### src/erfs_pkg.sv
// Constants, register map and field layout for the receive frame status filter
`default_nettype none
package erfs_pkg;
	// ****************************************
	// Register indices and byte address width
	// ****************************************
	localparam logic [11:0] IDX_ERR_FLAGS = 12'h156;
	localparam logic [11:0] IDX_STAT_FLAGS = 12'h157;
	localparam logic [11:0] IDX_MAX_LOW = 12'h158;
	localparam logic [11:0] IDX_MAX_HIGH = 12'h159;
	localparam logic [11:0] IDX_LOW_WM = 12'h15a;
	localparam logic [11:0] IDX_HIGH_WM = 12'h15b;
	localparam logic [11:0] IDX_IRQ_EN = 12'h15c;
	localparam logic [11:0] IDX_LATCHED = 12'h15d;
	localparam logic [11:0] IDX_REJECT = 12'h15e;
	localparam int ADDR_W = 14;
	// ****************************************
	// Reset values
	// ****************************************
	localparam logic [7:0] RST_MAX_LOW = 8'he0;
	localparam logic [7:0] RST_MAX_HIGH = 8'h07;
	localparam logic [7:0] RST_ZERO = 8'h00;
	// ****************************************
	// Error flag byte bit positions
	// ****************************************
	localparam int EB_BAD_CHECK = 5;
	localparam int EB_ODD_BITS = 4;
	localparam int EB_PHY_ERR = 3;
	localparam int EB_OVERSIZE_TYPE = 2;
	localparam int EB_LATE_HIT = 1;
	localparam int EB_OVERLONG = 0;
	// ****************************************
	// Status flag byte bit positions
	// ****************************************
	localparam int SB_MISSED = 7;
	localparam int SB_BCAST = 4;
	localparam int SB_MCAST = 3;
	localparam int SB_BAD_OPCODE = 2;
	localparam int SB_CTRL = 1;
	localparam int SB_SIZE_MISMATCH = 0;
	// ****************************************
	// Interrupt enable and latched status positions
	// ****************************************
	localparam int IE_FIFO_OVF = 3;
	localparam int IE_QUEUE_OVF = 2;
	localparam int IE_LOW_MARK = 1;
	localparam int IE_HIGH_MARK = 0;
	localparam int LS_FIFO_OVF = 3;
	localparam int LS_QUEUE_OVF = 2;
	localparam int LS_HIGH_MARK = 1;
	localparam int LS_LOW_MARK = 0;
	// ****************************************
	// Reject control bit positions
	// ****************************************
	localparam int RC_OTHER_CTRL = 6;
	localparam int RC_CTRL = 5;
	localparam int RC_SIZE_MISMATCH = 4;
	localparam int RC_BAD_CHECK = 3;
	localparam int RC_ODD_BITS = 2;
	localparam int RC_PHY_ERR = 1;
	localparam int RC_BCAST = 0;
	// ****************************************
	// Frame constants
	// ****************************************
	localparam logic [15:0] STD_MAX_BYTES = 16'd1518;
	localparam logic [15:0] TYPE_MIN_BYTES = 16'd1536;
	localparam logic [15:0] COLL_WINDOW = 16'd64;
	localparam logic [15:0] MAX_LEN_FIELD = 16'd1500;
	localparam logic [15:0] MIN_PAYLOAD = 16'd46;
	localparam logic [15:0] FRAME_OVERHEAD = 16'd18;
	localparam logic [15:0] CTRL_ETHERTYPE = 16'h8808;
	localparam logic [15:0] PAUSE_OPCODE = 16'h0001;
	localparam logic [31:0] CHECK_POLY = 32'hedb88320;
	localparam logic [31:0] CHECK_INIT = 32'hffffffff;
	localparam logic [31:0] CHECK_RESIDUE = 32'hdebb20e3;
	// ****************************************
	// Watermark scaling: 32 packets of 2048 bytes
	// ****************************************
	localparam int WM_PACKETS = 32;
	localparam int WM_PKT_BYTES = 2048;
	localparam int WM_SHIFT = $clog2(WM_PACKETS * WM_PKT_BYTES);
	localparam int LEVEL_W = 8 + WM_SHIFT;
	typedef enum logic [1:0] {
		RX_IDLE = 2'b01,
		RX_BUSY = 2'b10
	} erfs_rx_state_type;
endpackage
`default_nettype wire

### src/erfs_top.sv
// Receive frame status, size limit, reject control and queue watermark block
//
// The APB slave port is this design's own decision.
`default_nettype none
module erfs_top
	import erfs_pkg::*;
(
	input wire logic clk_in,
	input wire logic srst_in,
	input wire logic psel_in,
	input wire logic penable_in,
	input wire logic pwrite_in,
	input wire logic [ADDR_W-1:0] paddr_in,
	input wire logic [31:0] pwdata_in,
	input wire logic [3:0] pstrb_in,
	output logic [31:0] prdata_out,
	output logic pready_out,
	output logic pslverr_out,
	input wire logic rx_start_in,
	input wire logic rx_byte_valid_in,
	input wire logic [7:0] rx_byte_in,
	input wire logic rx_end_in,
	input wire logic rx_dribble_in,
	input wire logic rx_phy_err_in,
	input wire logic rx_col_in,
	input wire logic full_duplex_in,
	input wire logic pkt_missed_in,
	input wire logic fifo_ovf_in,
	input wire logic queue_ovf_in,
	input wire logic [LEVEL_W-1:0] queue_level_in,
	output logic frame_done_out,
	output logic frame_accept_out,
	output logic pause_tx_out,
	output logic rx_irq_out
);
	// ****************************************
	// Check value update, one byte
	// ****************************************
	function automatic logic [31:0] check_step(input logic [31:0] c, input logic [7:0] d);
		logic [31:0] r;
		r = c ^ {24'h000000, d};
		for (int i = 0; i < 8; i++) begin
			r = r[0] ? ((r >> 1) ^ CHECK_POLY) : (r >> 1);
		end
		return r;
	endfunction

	// ****************************************
	// Register file
	// ****************************************
	logic [7:0] err_flags_r;
	logic [7:0] err_flags_nxt;
	logic [7:0] stat_flags_r;
	logic [7:0] stat_flags_nxt;
	logic [7:0] max_low_r;
	logic [7:0] max_high_r;
	logic [7:0] low_wm_r;
	logic [7:0] high_wm_r;
	logic [3:0] irq_en_r;
	logic [3:0] latched_r;
	logic [3:0] latched_nxt;
	logic [6:0] reject_r;
	logic [31:0] prdata_r;
	logic [3:0] read_clear_r;

	wire setup_ph = psel_in & ~penable_in;
	wire access_ph = psel_in & penable_in;
	wire [11:0] reg_idx = paddr_in[ADDR_W-1:2];
	wire aligned = (paddr_in[1:0] == 2'b00);
	wire hit_err = aligned & (reg_idx == IDX_ERR_FLAGS);
	wire hit_stat = aligned & (reg_idx == IDX_STAT_FLAGS);
	wire hit_max_low = aligned & (reg_idx == IDX_MAX_LOW);
	wire hit_max_high = aligned & (reg_idx == IDX_MAX_HIGH);
	wire hit_low_wm = aligned & (reg_idx == IDX_LOW_WM);
	wire hit_high_wm = aligned & (reg_idx == IDX_HIGH_WM);
	wire hit_irq_en = aligned & (reg_idx == IDX_IRQ_EN);
	wire hit_latched = aligned & (reg_idx == IDX_LATCHED);
	wire hit_reject = aligned & (reg_idx == IDX_REJECT);
	wire mapped = hit_err | hit_stat | hit_max_low | hit_max_high | hit_low_wm |
		hit_high_wm | hit_irq_en | hit_latched | hit_reject;
	wire wr_ok = access_ph & pwrite_in & mapped & pstrb_in[0];
	wire rd_latched = access_ph & ~pwrite_in & hit_latched;

	wire [7:0] rd_byte =
		hit_err ? err_flags_r :
		hit_stat ? stat_flags_r :
		hit_max_low ? max_low_r :
		hit_max_high ? max_high_r :
		hit_low_wm ? low_wm_r :
		hit_high_wm ? high_wm_r :
		hit_irq_en ? {4'h0, irq_en_r} :
		hit_latched ? {4'h0, latched_r} :
		hit_reject ? {1'b0, reject_r} : 8'h00;

	assign pready_out = access_ph;
	assign pslverr_out = access_ph & ~mapped;
	assign prdata_out = prdata_r;

	always_ff @(posedge clk_in) begin
		if (srst_in) begin
			prdata_r <= 32'h00000000;
			read_clear_r <= 4'h0;
		end else if (setup_ph) begin
			prdata_r <= {24'h000000, rd_byte};
			read_clear_r <= latched_r;
		end
	end

	always_ff @(posedge clk_in) begin
		if (srst_in) begin
			max_low_r <= RST_MAX_LOW;
			max_high_r <= RST_MAX_HIGH;
			low_wm_r <= RST_ZERO;
			high_wm_r <= RST_ZERO;
			irq_en_r <= RST_ZERO[3:0];
			reject_r <= RST_ZERO[6:0];
		end else if (wr_ok) begin
			if (hit_max_low) max_low_r <= pwdata_in[7:0];
			if (hit_max_high) max_high_r <= pwdata_in[7:0];
			if (hit_low_wm) low_wm_r <= pwdata_in[7:0];
			if (hit_high_wm) high_wm_r <= pwdata_in[7:0];
			if (hit_irq_en) irq_en_r <= pwdata_in[3:0];
			if (hit_reject) reject_r <= pwdata_in[6:0];
		end
	end

	// ****************************************
	// Frame reception tracking
	// ****************************************
	erfs_rx_state_type state_r;
	erfs_rx_state_type state_nxt;
	logic [15:0] count_r;
	logic [31:0] check_r;
	logic bcast_run_r;
	logic mcast_r;
	logic [15:0] type_r;
	logic [15:0] opcode_r;
	logic phy_err_r;
	logic late_col_r;
	logic any_col_r;

	wire in_frame = (state_r == RX_BUSY);
	wire take_byte = in_frame & rx_byte_valid_in;
	wire [15:0] count_inc = (count_r == 16'hffff) ? count_r : count_r + 16'd1;

	always_comb begin
		state_nxt = state_r;
		unique case (state_r)
			RX_IDLE: begin
				if (rx_start_in) state_nxt = RX_BUSY;
			end
			RX_BUSY: begin
				if (rx_end_in) state_nxt = RX_IDLE;
			end
		endcase
	end

	always_ff @(posedge clk_in) begin
		if (srst_in) begin
			state_r <= RX_IDLE;
		end else begin
			state_r <= state_nxt;
		end
	end

	always_ff @(posedge clk_in) begin
		if (srst_in | (rx_start_in & ~in_frame)) begin
			count_r <= 16'h0000;
			check_r <= CHECK_INIT;
			bcast_run_r <= 1'b1;
			mcast_r <= 1'b0;
			type_r <= 16'h0000;
			opcode_r <= 16'h0000;
		end else if (take_byte) begin
			count_r <= count_inc;
			check_r <= check_step(check_r, rx_byte_in);
			if (count_r < 16'd6) bcast_run_r <= bcast_run_r & (rx_byte_in == 8'hff);
			if (count_r == 16'd0) mcast_r <= rx_byte_in[0];
			if (count_r == 16'd12) type_r[15:8] <= rx_byte_in;
			if (count_r == 16'd13) type_r[7:0] <= rx_byte_in;
			if (count_r == 16'd14) opcode_r[15:8] <= rx_byte_in;
			if (count_r == 16'd15) opcode_r[7:0] <= rx_byte_in;
		end
	end

	always_ff @(posedge clk_in) begin
		if (srst_in | (rx_start_in & ~in_frame)) begin
			phy_err_r <= 1'b0;
			late_col_r <= 1'b0;
			any_col_r <= 1'b0;
		end else if (in_frame) begin
			if (rx_phy_err_in) phy_err_r <= 1'b1;
			if (rx_col_in) any_col_r <= 1'b1;
			if (rx_col_in & (count_r >= COLL_WINDOW)) late_col_r <= 1'b1;
		end
	end

	// ****************************************
	// Frame classification at frame end
	// ****************************************
	wire frame_end = in_frame & rx_end_in;
	wire [15:0] max_size = {max_high_r, max_low_r};
	wire runt = (count_r < COLL_WINDOW) | (any_col_r & ~late_col_r);
	wire is_8023 = (type_r <= MAX_LEN_FIELD);
	wire bad_check = (check_r != CHECK_RESIDUE);
	wire odd_bits = rx_dribble_in;
	wire oversize_type = (count_r > TYPE_MIN_BYTES) & ~is_8023;
	wire overlong = (count_r > STD_MAX_BYTES);
	wire bcast = bcast_run_r & (count_r >= 16'd6);
	wire mcast = mcast_r & ~bcast;
	wire ctrl = (type_r == CTRL_ETHERTYPE) & full_duplex_in;
	wire bad_opcode = (type_r == CTRL_ETHERTYPE) & (opcode_r != PAUSE_OPCODE);
	wire is_pause = ctrl & ~bad_opcode;
	wire [15:0] payload = count_r - FRAME_OVERHEAD;
	wire size_mismatch = is_8023 & ((type_r >= MIN_PAYLOAD) ? (payload != type_r) :
		(count_r != COLL_WINDOW));
	wire odd_counts = odd_bits & ~runt & ~any_col_r;

	wire rej_size = (count_r > max_size);
	wire rej_ctrl = ctrl & ~reject_r[RC_CTRL];
	wire rej_other = ctrl & ~is_pause & ~reject_r[RC_OTHER_CTRL];
	wire rej_mismatch = size_mismatch & ~reject_r[RC_SIZE_MISMATCH];
	wire rej_check = (bad_check | phy_err_r) & ~reject_r[RC_BAD_CHECK];
	wire rej_phy = phy_err_r & ~reject_r[RC_PHY_ERR];
	wire rej_odd = odd_counts & ~reject_r[RC_ODD_BITS];
	wire rej_bcast = bcast & ~reject_r[RC_BCAST];
	wire reject = rej_size | rej_ctrl | rej_other | rej_mismatch | rej_check |
		rej_phy | rej_odd | rej_bcast;

	always_comb begin
		err_flags_nxt = err_flags_r;
		if (frame_end) begin
			err_flags_nxt = 8'h00;
			err_flags_nxt[EB_BAD_CHECK] = bad_check;
			err_flags_nxt[EB_ODD_BITS] = odd_bits;
			err_flags_nxt[EB_PHY_ERR] = phy_err_r;
			err_flags_nxt[EB_OVERSIZE_TYPE] = oversize_type;
			err_flags_nxt[EB_LATE_HIT] = late_col_r;
			err_flags_nxt[EB_OVERLONG] = overlong;
		end
	end

	always_comb begin
		stat_flags_nxt = stat_flags_r;
		if (frame_end) begin
			stat_flags_nxt[SB_BCAST] = bcast;
			stat_flags_nxt[SB_MCAST] = mcast;
			stat_flags_nxt[SB_BAD_OPCODE] = bad_opcode;
			stat_flags_nxt[SB_CTRL] = ctrl;
			stat_flags_nxt[SB_SIZE_MISMATCH] = size_mismatch;
		end
		if (rx_start_in & ~in_frame) stat_flags_nxt[SB_MISSED] = 1'b0;
		if (pkt_missed_in) stat_flags_nxt[SB_MISSED] = 1'b1;
	end

	always_ff @(posedge clk_in) begin
		if (srst_in) begin
			err_flags_r <= RST_ZERO;
			stat_flags_r <= RST_ZERO;
			frame_done_out <= 1'b0;
			frame_accept_out <= 1'b0;
			pause_tx_out <= 1'b0;
		end else begin
			err_flags_r <= err_flags_nxt;
			stat_flags_r <= stat_flags_nxt;
			frame_done_out <= frame_end;
			frame_accept_out <= frame_end & ~reject;
			pause_tx_out <= frame_end & is_pause & ~reject;
		end
	end

	// ****************************************
	// Queue watermarks and latched events
	// ****************************************
	logic [LEVEL_W-1:0] level_prev_r;
	wire [LEVEL_W-1:0] low_thr = {low_wm_r, {WM_SHIFT{1'b0}}};
	wire [LEVEL_W-1:0] high_thr = {high_wm_r, {WM_SHIFT{1'b0}}};
	wire high_cross = (level_prev_r < high_thr) & (queue_level_in >= high_thr);
	wire low_cross = (level_prev_r >= low_thr) & (queue_level_in < low_thr);

	always_comb begin
		latched_nxt = latched_r;
		if (rd_latched) latched_nxt = latched_r & ~read_clear_r;
		if (fifo_ovf_in) latched_nxt[LS_FIFO_OVF] = 1'b1;
		if (queue_ovf_in) latched_nxt[LS_QUEUE_OVF] = 1'b1;
		if (high_cross) latched_nxt[LS_HIGH_MARK] = 1'b1;
		if (low_cross) latched_nxt[LS_LOW_MARK] = 1'b1;
	end

	always_ff @(posedge clk_in) begin
		if (srst_in) begin
			level_prev_r <= {LEVEL_W{1'b0}};
			latched_r <= RST_ZERO[3:0];
			rx_irq_out <= 1'b0;
		end else begin
			level_prev_r <= queue_level_in;
			latched_r <= latched_nxt;
			rx_irq_out <= (latched_r[LS_FIFO_OVF] & irq_en_r[IE_FIFO_OVF]) |
				(latched_r[LS_QUEUE_OVF] & irq_en_r[IE_QUEUE_OVF]) |
				(latched_r[LS_LOW_MARK] & irq_en_r[IE_LOW_MARK]) |
				(latched_r[LS_HIGH_MARK] & irq_en_r[IE_HIGH_MARK]);
		end
	end
endmodule
`default_nettype wire

### config.mk
export PLATFORM = sky130hd
export DESIGN_NAME = erfs_top
export DESIGN_NICKNAME = d
export VERILOG_FILES = /design/src/erfs_pkg.sv /design/src/erfs_top.sv
export SDC_FILE = /design/constraint.sdc
export NUM_CORES = 1
export LEC_CHECK = 0
export BUFFER_PORTS_ARGS = -buffer_cell sky130_fd_sc_hd__buf_2
export CELL_PAD_IN_SITES_DETAIL_PLACEMENT = 1
export CELL_PAD_IN_SITES_GLOBAL_PLACEMENT = 2
export CORE_UTILIZATION = 38
export DETAILED_ROUTE_END_ITERATION = 12
export PLACE_DENSITY_LB_ADDON = 0.1
export SLEW_MARGIN = 20
export SYNTH_ARGS = -nofsm -noshare
export SYNTH_HDL_FRONTEND = slang
export SYNTH_SLANG_ARGS = --single-unit
### constraint.sdc
create_clock -name clk_in -period 3.9 [get_ports clk_in]
set_input_delay 0.78 -clock clk_in [delete_from_list [all_inputs] [get_ports clk_in]]
set_output_delay 0.78 -clock clk_in [all_outputs]
set_load 0.01 [all_outputs]
==> results.md <==
- Ys Warns: 0
- Pwr dens: 368 nW/um^2
- Net Switching: 0.00113 W
- VDD IR max: 0.296 mV
- Finish-stage setup viols: 0
- Setup bufs post-CTS: 0
- Clock sinks: 186
- R2r setup slk: 0.92 ns
- Area grow syn2layout: 11.6%
- Syn Area/Cell: 8.70 sq um
- Wire per inst: 18.7 microns
- Hold Path End: stat_flags_r[2]
- Pre-Repair DR Iteration Count: 5
- Min-Delay Path Depth: 2
- Max Cap Violations: 0
- Reg clk slew, reported paths: 0.07 ns
- Inserted Clock Buffers: 17
- GR Overflow Total: 0
- Endpoints failing hold: 0
- Area post-placement: 10700 sq um
- Antenna-violating nets left: 0
- Drt initial violations: 390
- Critical path class: input pin to output pin
- Routed via count: 8269
- DP HPWL: 21800 microns
- Clk buf depth: 2
- Post-route DRC: 0
- RSZ-0062 raised after global routing: no
- Initial Utilization: 38.8%
- RePlAce Congestion: 0.752
- Setup Skew: 0.0177 ns
- Logic gate share of total power: 11.6%
- Final WL: 29200 microns
- Buffers added on ports: 83
- Period utilisation layout: 80.9%
- Worst setup SP type: input pin
- I/O pin cnt: 135
- Busiest grt layer: met2
- Post-CTS sizing: 0
- Via density: 5.29
- R2r worst-path depth: 9
- H-tree depth: 4
- Worst setup EP type: output pin
- Outcome: finished, final reports clean
- M1 GR Usage: 29.6%
- Setup TNS Final: 0 ns
- Final std cell area, no fill: 11300 sq um
- Worst Hold Class: register to register
- Share of the synthesized area in the top cell type: 36.9%
- Hold_sp: stat_flags_r[2]
- Die height: 165 microns
- Fraction of layout cells with a size suffix above 1: 13.4%
- Cell Area, Synth: 10100 sq um
- Synth Flop Type: dfxtp_1
- Number of hold buffers added after CTS: 0
- Synth area leaders: dfxtp_1 37%, ha_1 6.4%, xnor2_1 5.3%
- Yosys cell types: 71
- R2r startpoint: count_r[1]
- Clock Power Share: 41.1%
- Core area: 26100 sq um
- Die W: 165 microns
- Sequential-to-total area share from yosys stat: 36.9%
- Overall routing resource usage: 22.2%
- Req. time, crit path: 3.12 ns
- Slew Limit Fails: 0
- Part of the power in registers: 47.3%
- Setup WS pre-CTS: 0.725 ns
- Post-layout nets: 1364
- Max Clock Freq: 317 MHz
- Met3 usage: 2.97%
- Initial antenna violation count: 0
- Dpl cells: 1531
- First-pass GRT wire length: 46000 microns
- Period minus WS final: 3.15 ns
- Worst-margin pin slew: 0.991 ns
- Rel. slew slack: 33.9%
- FF-to-FF End: frame_accept_out
- Vias in the first global route: 8259
- Crit-path max FO: 6
- Clock root buffer: clkbuf_16
- Mapped Cells: 1161
- Switching Share: 27.3%
- CTS tree: done
- Register bit total from synthesis: 186
- Die area: 27200 sq um
- CP Data Arrival Time: 2.37 ns
- Yosys top cell by area: dfxtp_1
- Filler instances: 3108
- Setup WS post-layout: 0.745 ns
- Worst skew pair latency: 0.44 ns
- Standard-cell rows: 59
- Internal power: 0.00302 W
- Ant diodes: 0
- Final cell count without fillers: 1563
- Post-synth EDFFs: 0
- GRT met2 Usage: 37.8%
- Largest net degree at the start of global routing: 88
- Leakage: 4.45 nW
- FFs w/ async S/R, synth: 0%
==> kinds of logic after synthesis <==
group,count (synthesis),share of synthesized area (%)
compound gates,219,14.8
fa+ha+maj,52,6.44
mux,55,5.52
flops,186,36.9
buf+inv,132,6.09
simple gates,411,20.5
xor+xnor,105,9.81
other cells,1,0.0371
==> worst max-delay path, cell delays in order <==
cell and delay (ns):
buf_2 0.10, nor4b_2 0.41, and4_1 0.37, and3_1 0.30, inv_1 0.09, nand3_1 0.09, nor3_1 0.06, buf_2 0.16
==> layer usage <==
metal	part of all wire, %	routed length, microns
met5	0	0
met4	0.83	242
met3	2.5	717
met2	49	14300
met1	48	14000
==> sequential cells by signal, indices dropped and copies added, names as in the netlist, 4 cells and up <==
name / count
stat_flags_r: 6
count_r: 16
check_r: 32
prdata_out: 8
irq_en_r: 4
level_prev_r: 24
type_r: 16
max_high_r: 8
read_clear_r: 4
opcode_r: 16
high_wm_r: 8
latched_r: 4
low_wm_r: 8
err_flags_r: 6
max_low_r: 8
reject_r: 7
==> power by group through the flow <==
stage	clock, W	combinational (W)	sequential (W)
4_1_cts	0.00175	0.000489	0.00196
2_1_floorplan	0	0.000350	0.00200
3_3_place_gp	0	0.000483	0.00201
5_1_grt	0.00183	0.000534	0.00197
3_5_place_dp	0	0.000487	0.00201
6_report	0.00170	0.000482	0.00196
==> layout by cell type (no fill, tap or decap), types with 5 or more instances in the layout <==
master	count
a211o_1	8
a211oi_1	9
a21o_1	16
a21oi_1	61
a22o_1	9
a22oi_1	7
a31oi_1	6
buf_2	83
buf_4	15
clkbuf_16	17
conb_1	24
dfxtp_1	186
ha_1	52
inv_1	45
mux2_2	6
mux2i_1	49
nand2_1	117
nand2b_1	14
nand3_1	45
nand3b_1	6
nand4_1	22
nand4b_1	8
nor2_1	95
nor2b_1	31
nor3_1	17
nor4_1	19
nor4b_1	5
o211ai_1	35
o21a_1	7
o21ai_0	23
o22ai_1	9
or3_1	6
xnor2_1	61
xnor2_2	6
xor2_1	36
==> cells in the mapped netlist, types with 8 or more instances <==
cell type / n
mux2i_1: 49
inv_1: 45
nand3_1: 45
nand4b_1: 8
nor3_1: 17
xnor2_1: 61
xor2_1: 36
a21o_1: 16
o21ai_0: 23
ha_1: 52
a22o_1: 9
nor4_1: 20
clkbuf_1: 48
a211oi_1: 9
nor2b_1: 31
dfxtp_1: 186
nor2_1: 95
nand2b_1: 14
o211ai_1: 35
buf_4: 28
o22ai_1: 9
nand4_1: 22
nand2_1: 118
a21oi_1: 62
a211o_1: 8
==> worst max-delay path by stage <==
stage	from	to	slack [ns]	cells past startpoint
2_1_floorplan	paddr_in[11]	pslverr_out	1.25	6
3_3_place_gp	paddr_in[11]	latched_r[3]	0.77	10
3_5_place_dp	paddr_in[11]	latched_r[2]	0.72	10
4_1_cts	paddr_in[11]	pslverr_out	0.75	8
5_1_grt	paddr_in[11]	pslverr_out	0.59	8
6_report	paddr_in[11]	pslverr_out	0.75	8
==> stage by stage <==
step	power (W)	utilization [%]	hold slack, ns
after floorplan	0.00235	-	0.410
after global placement	0.00249	41.1	0.434
after detailed placement	0.00249	41.1	0.438
after CTS	0.00421	43.3	0.449
after global routing	0.00433	43.3	0.481
final	0.00415	43.3	0.447
==> area by class of cell <==
class | instances | area, sq um | share of cell area, %
clock buffers | 20 | 467 | 4.14
multi-input cells | 866 | 5860 | 52.0
clock inverters | 12 | 101 | 0.899
inverters | 46 | 173 | 1.53
flip-flops and latches | 186 | 3720 | 33.0
well taps | 335 | 419 | 3.72
repair buffers | 98 | 528 | 4.68
No activity file was read; power rests on OpenSTA's default activity.
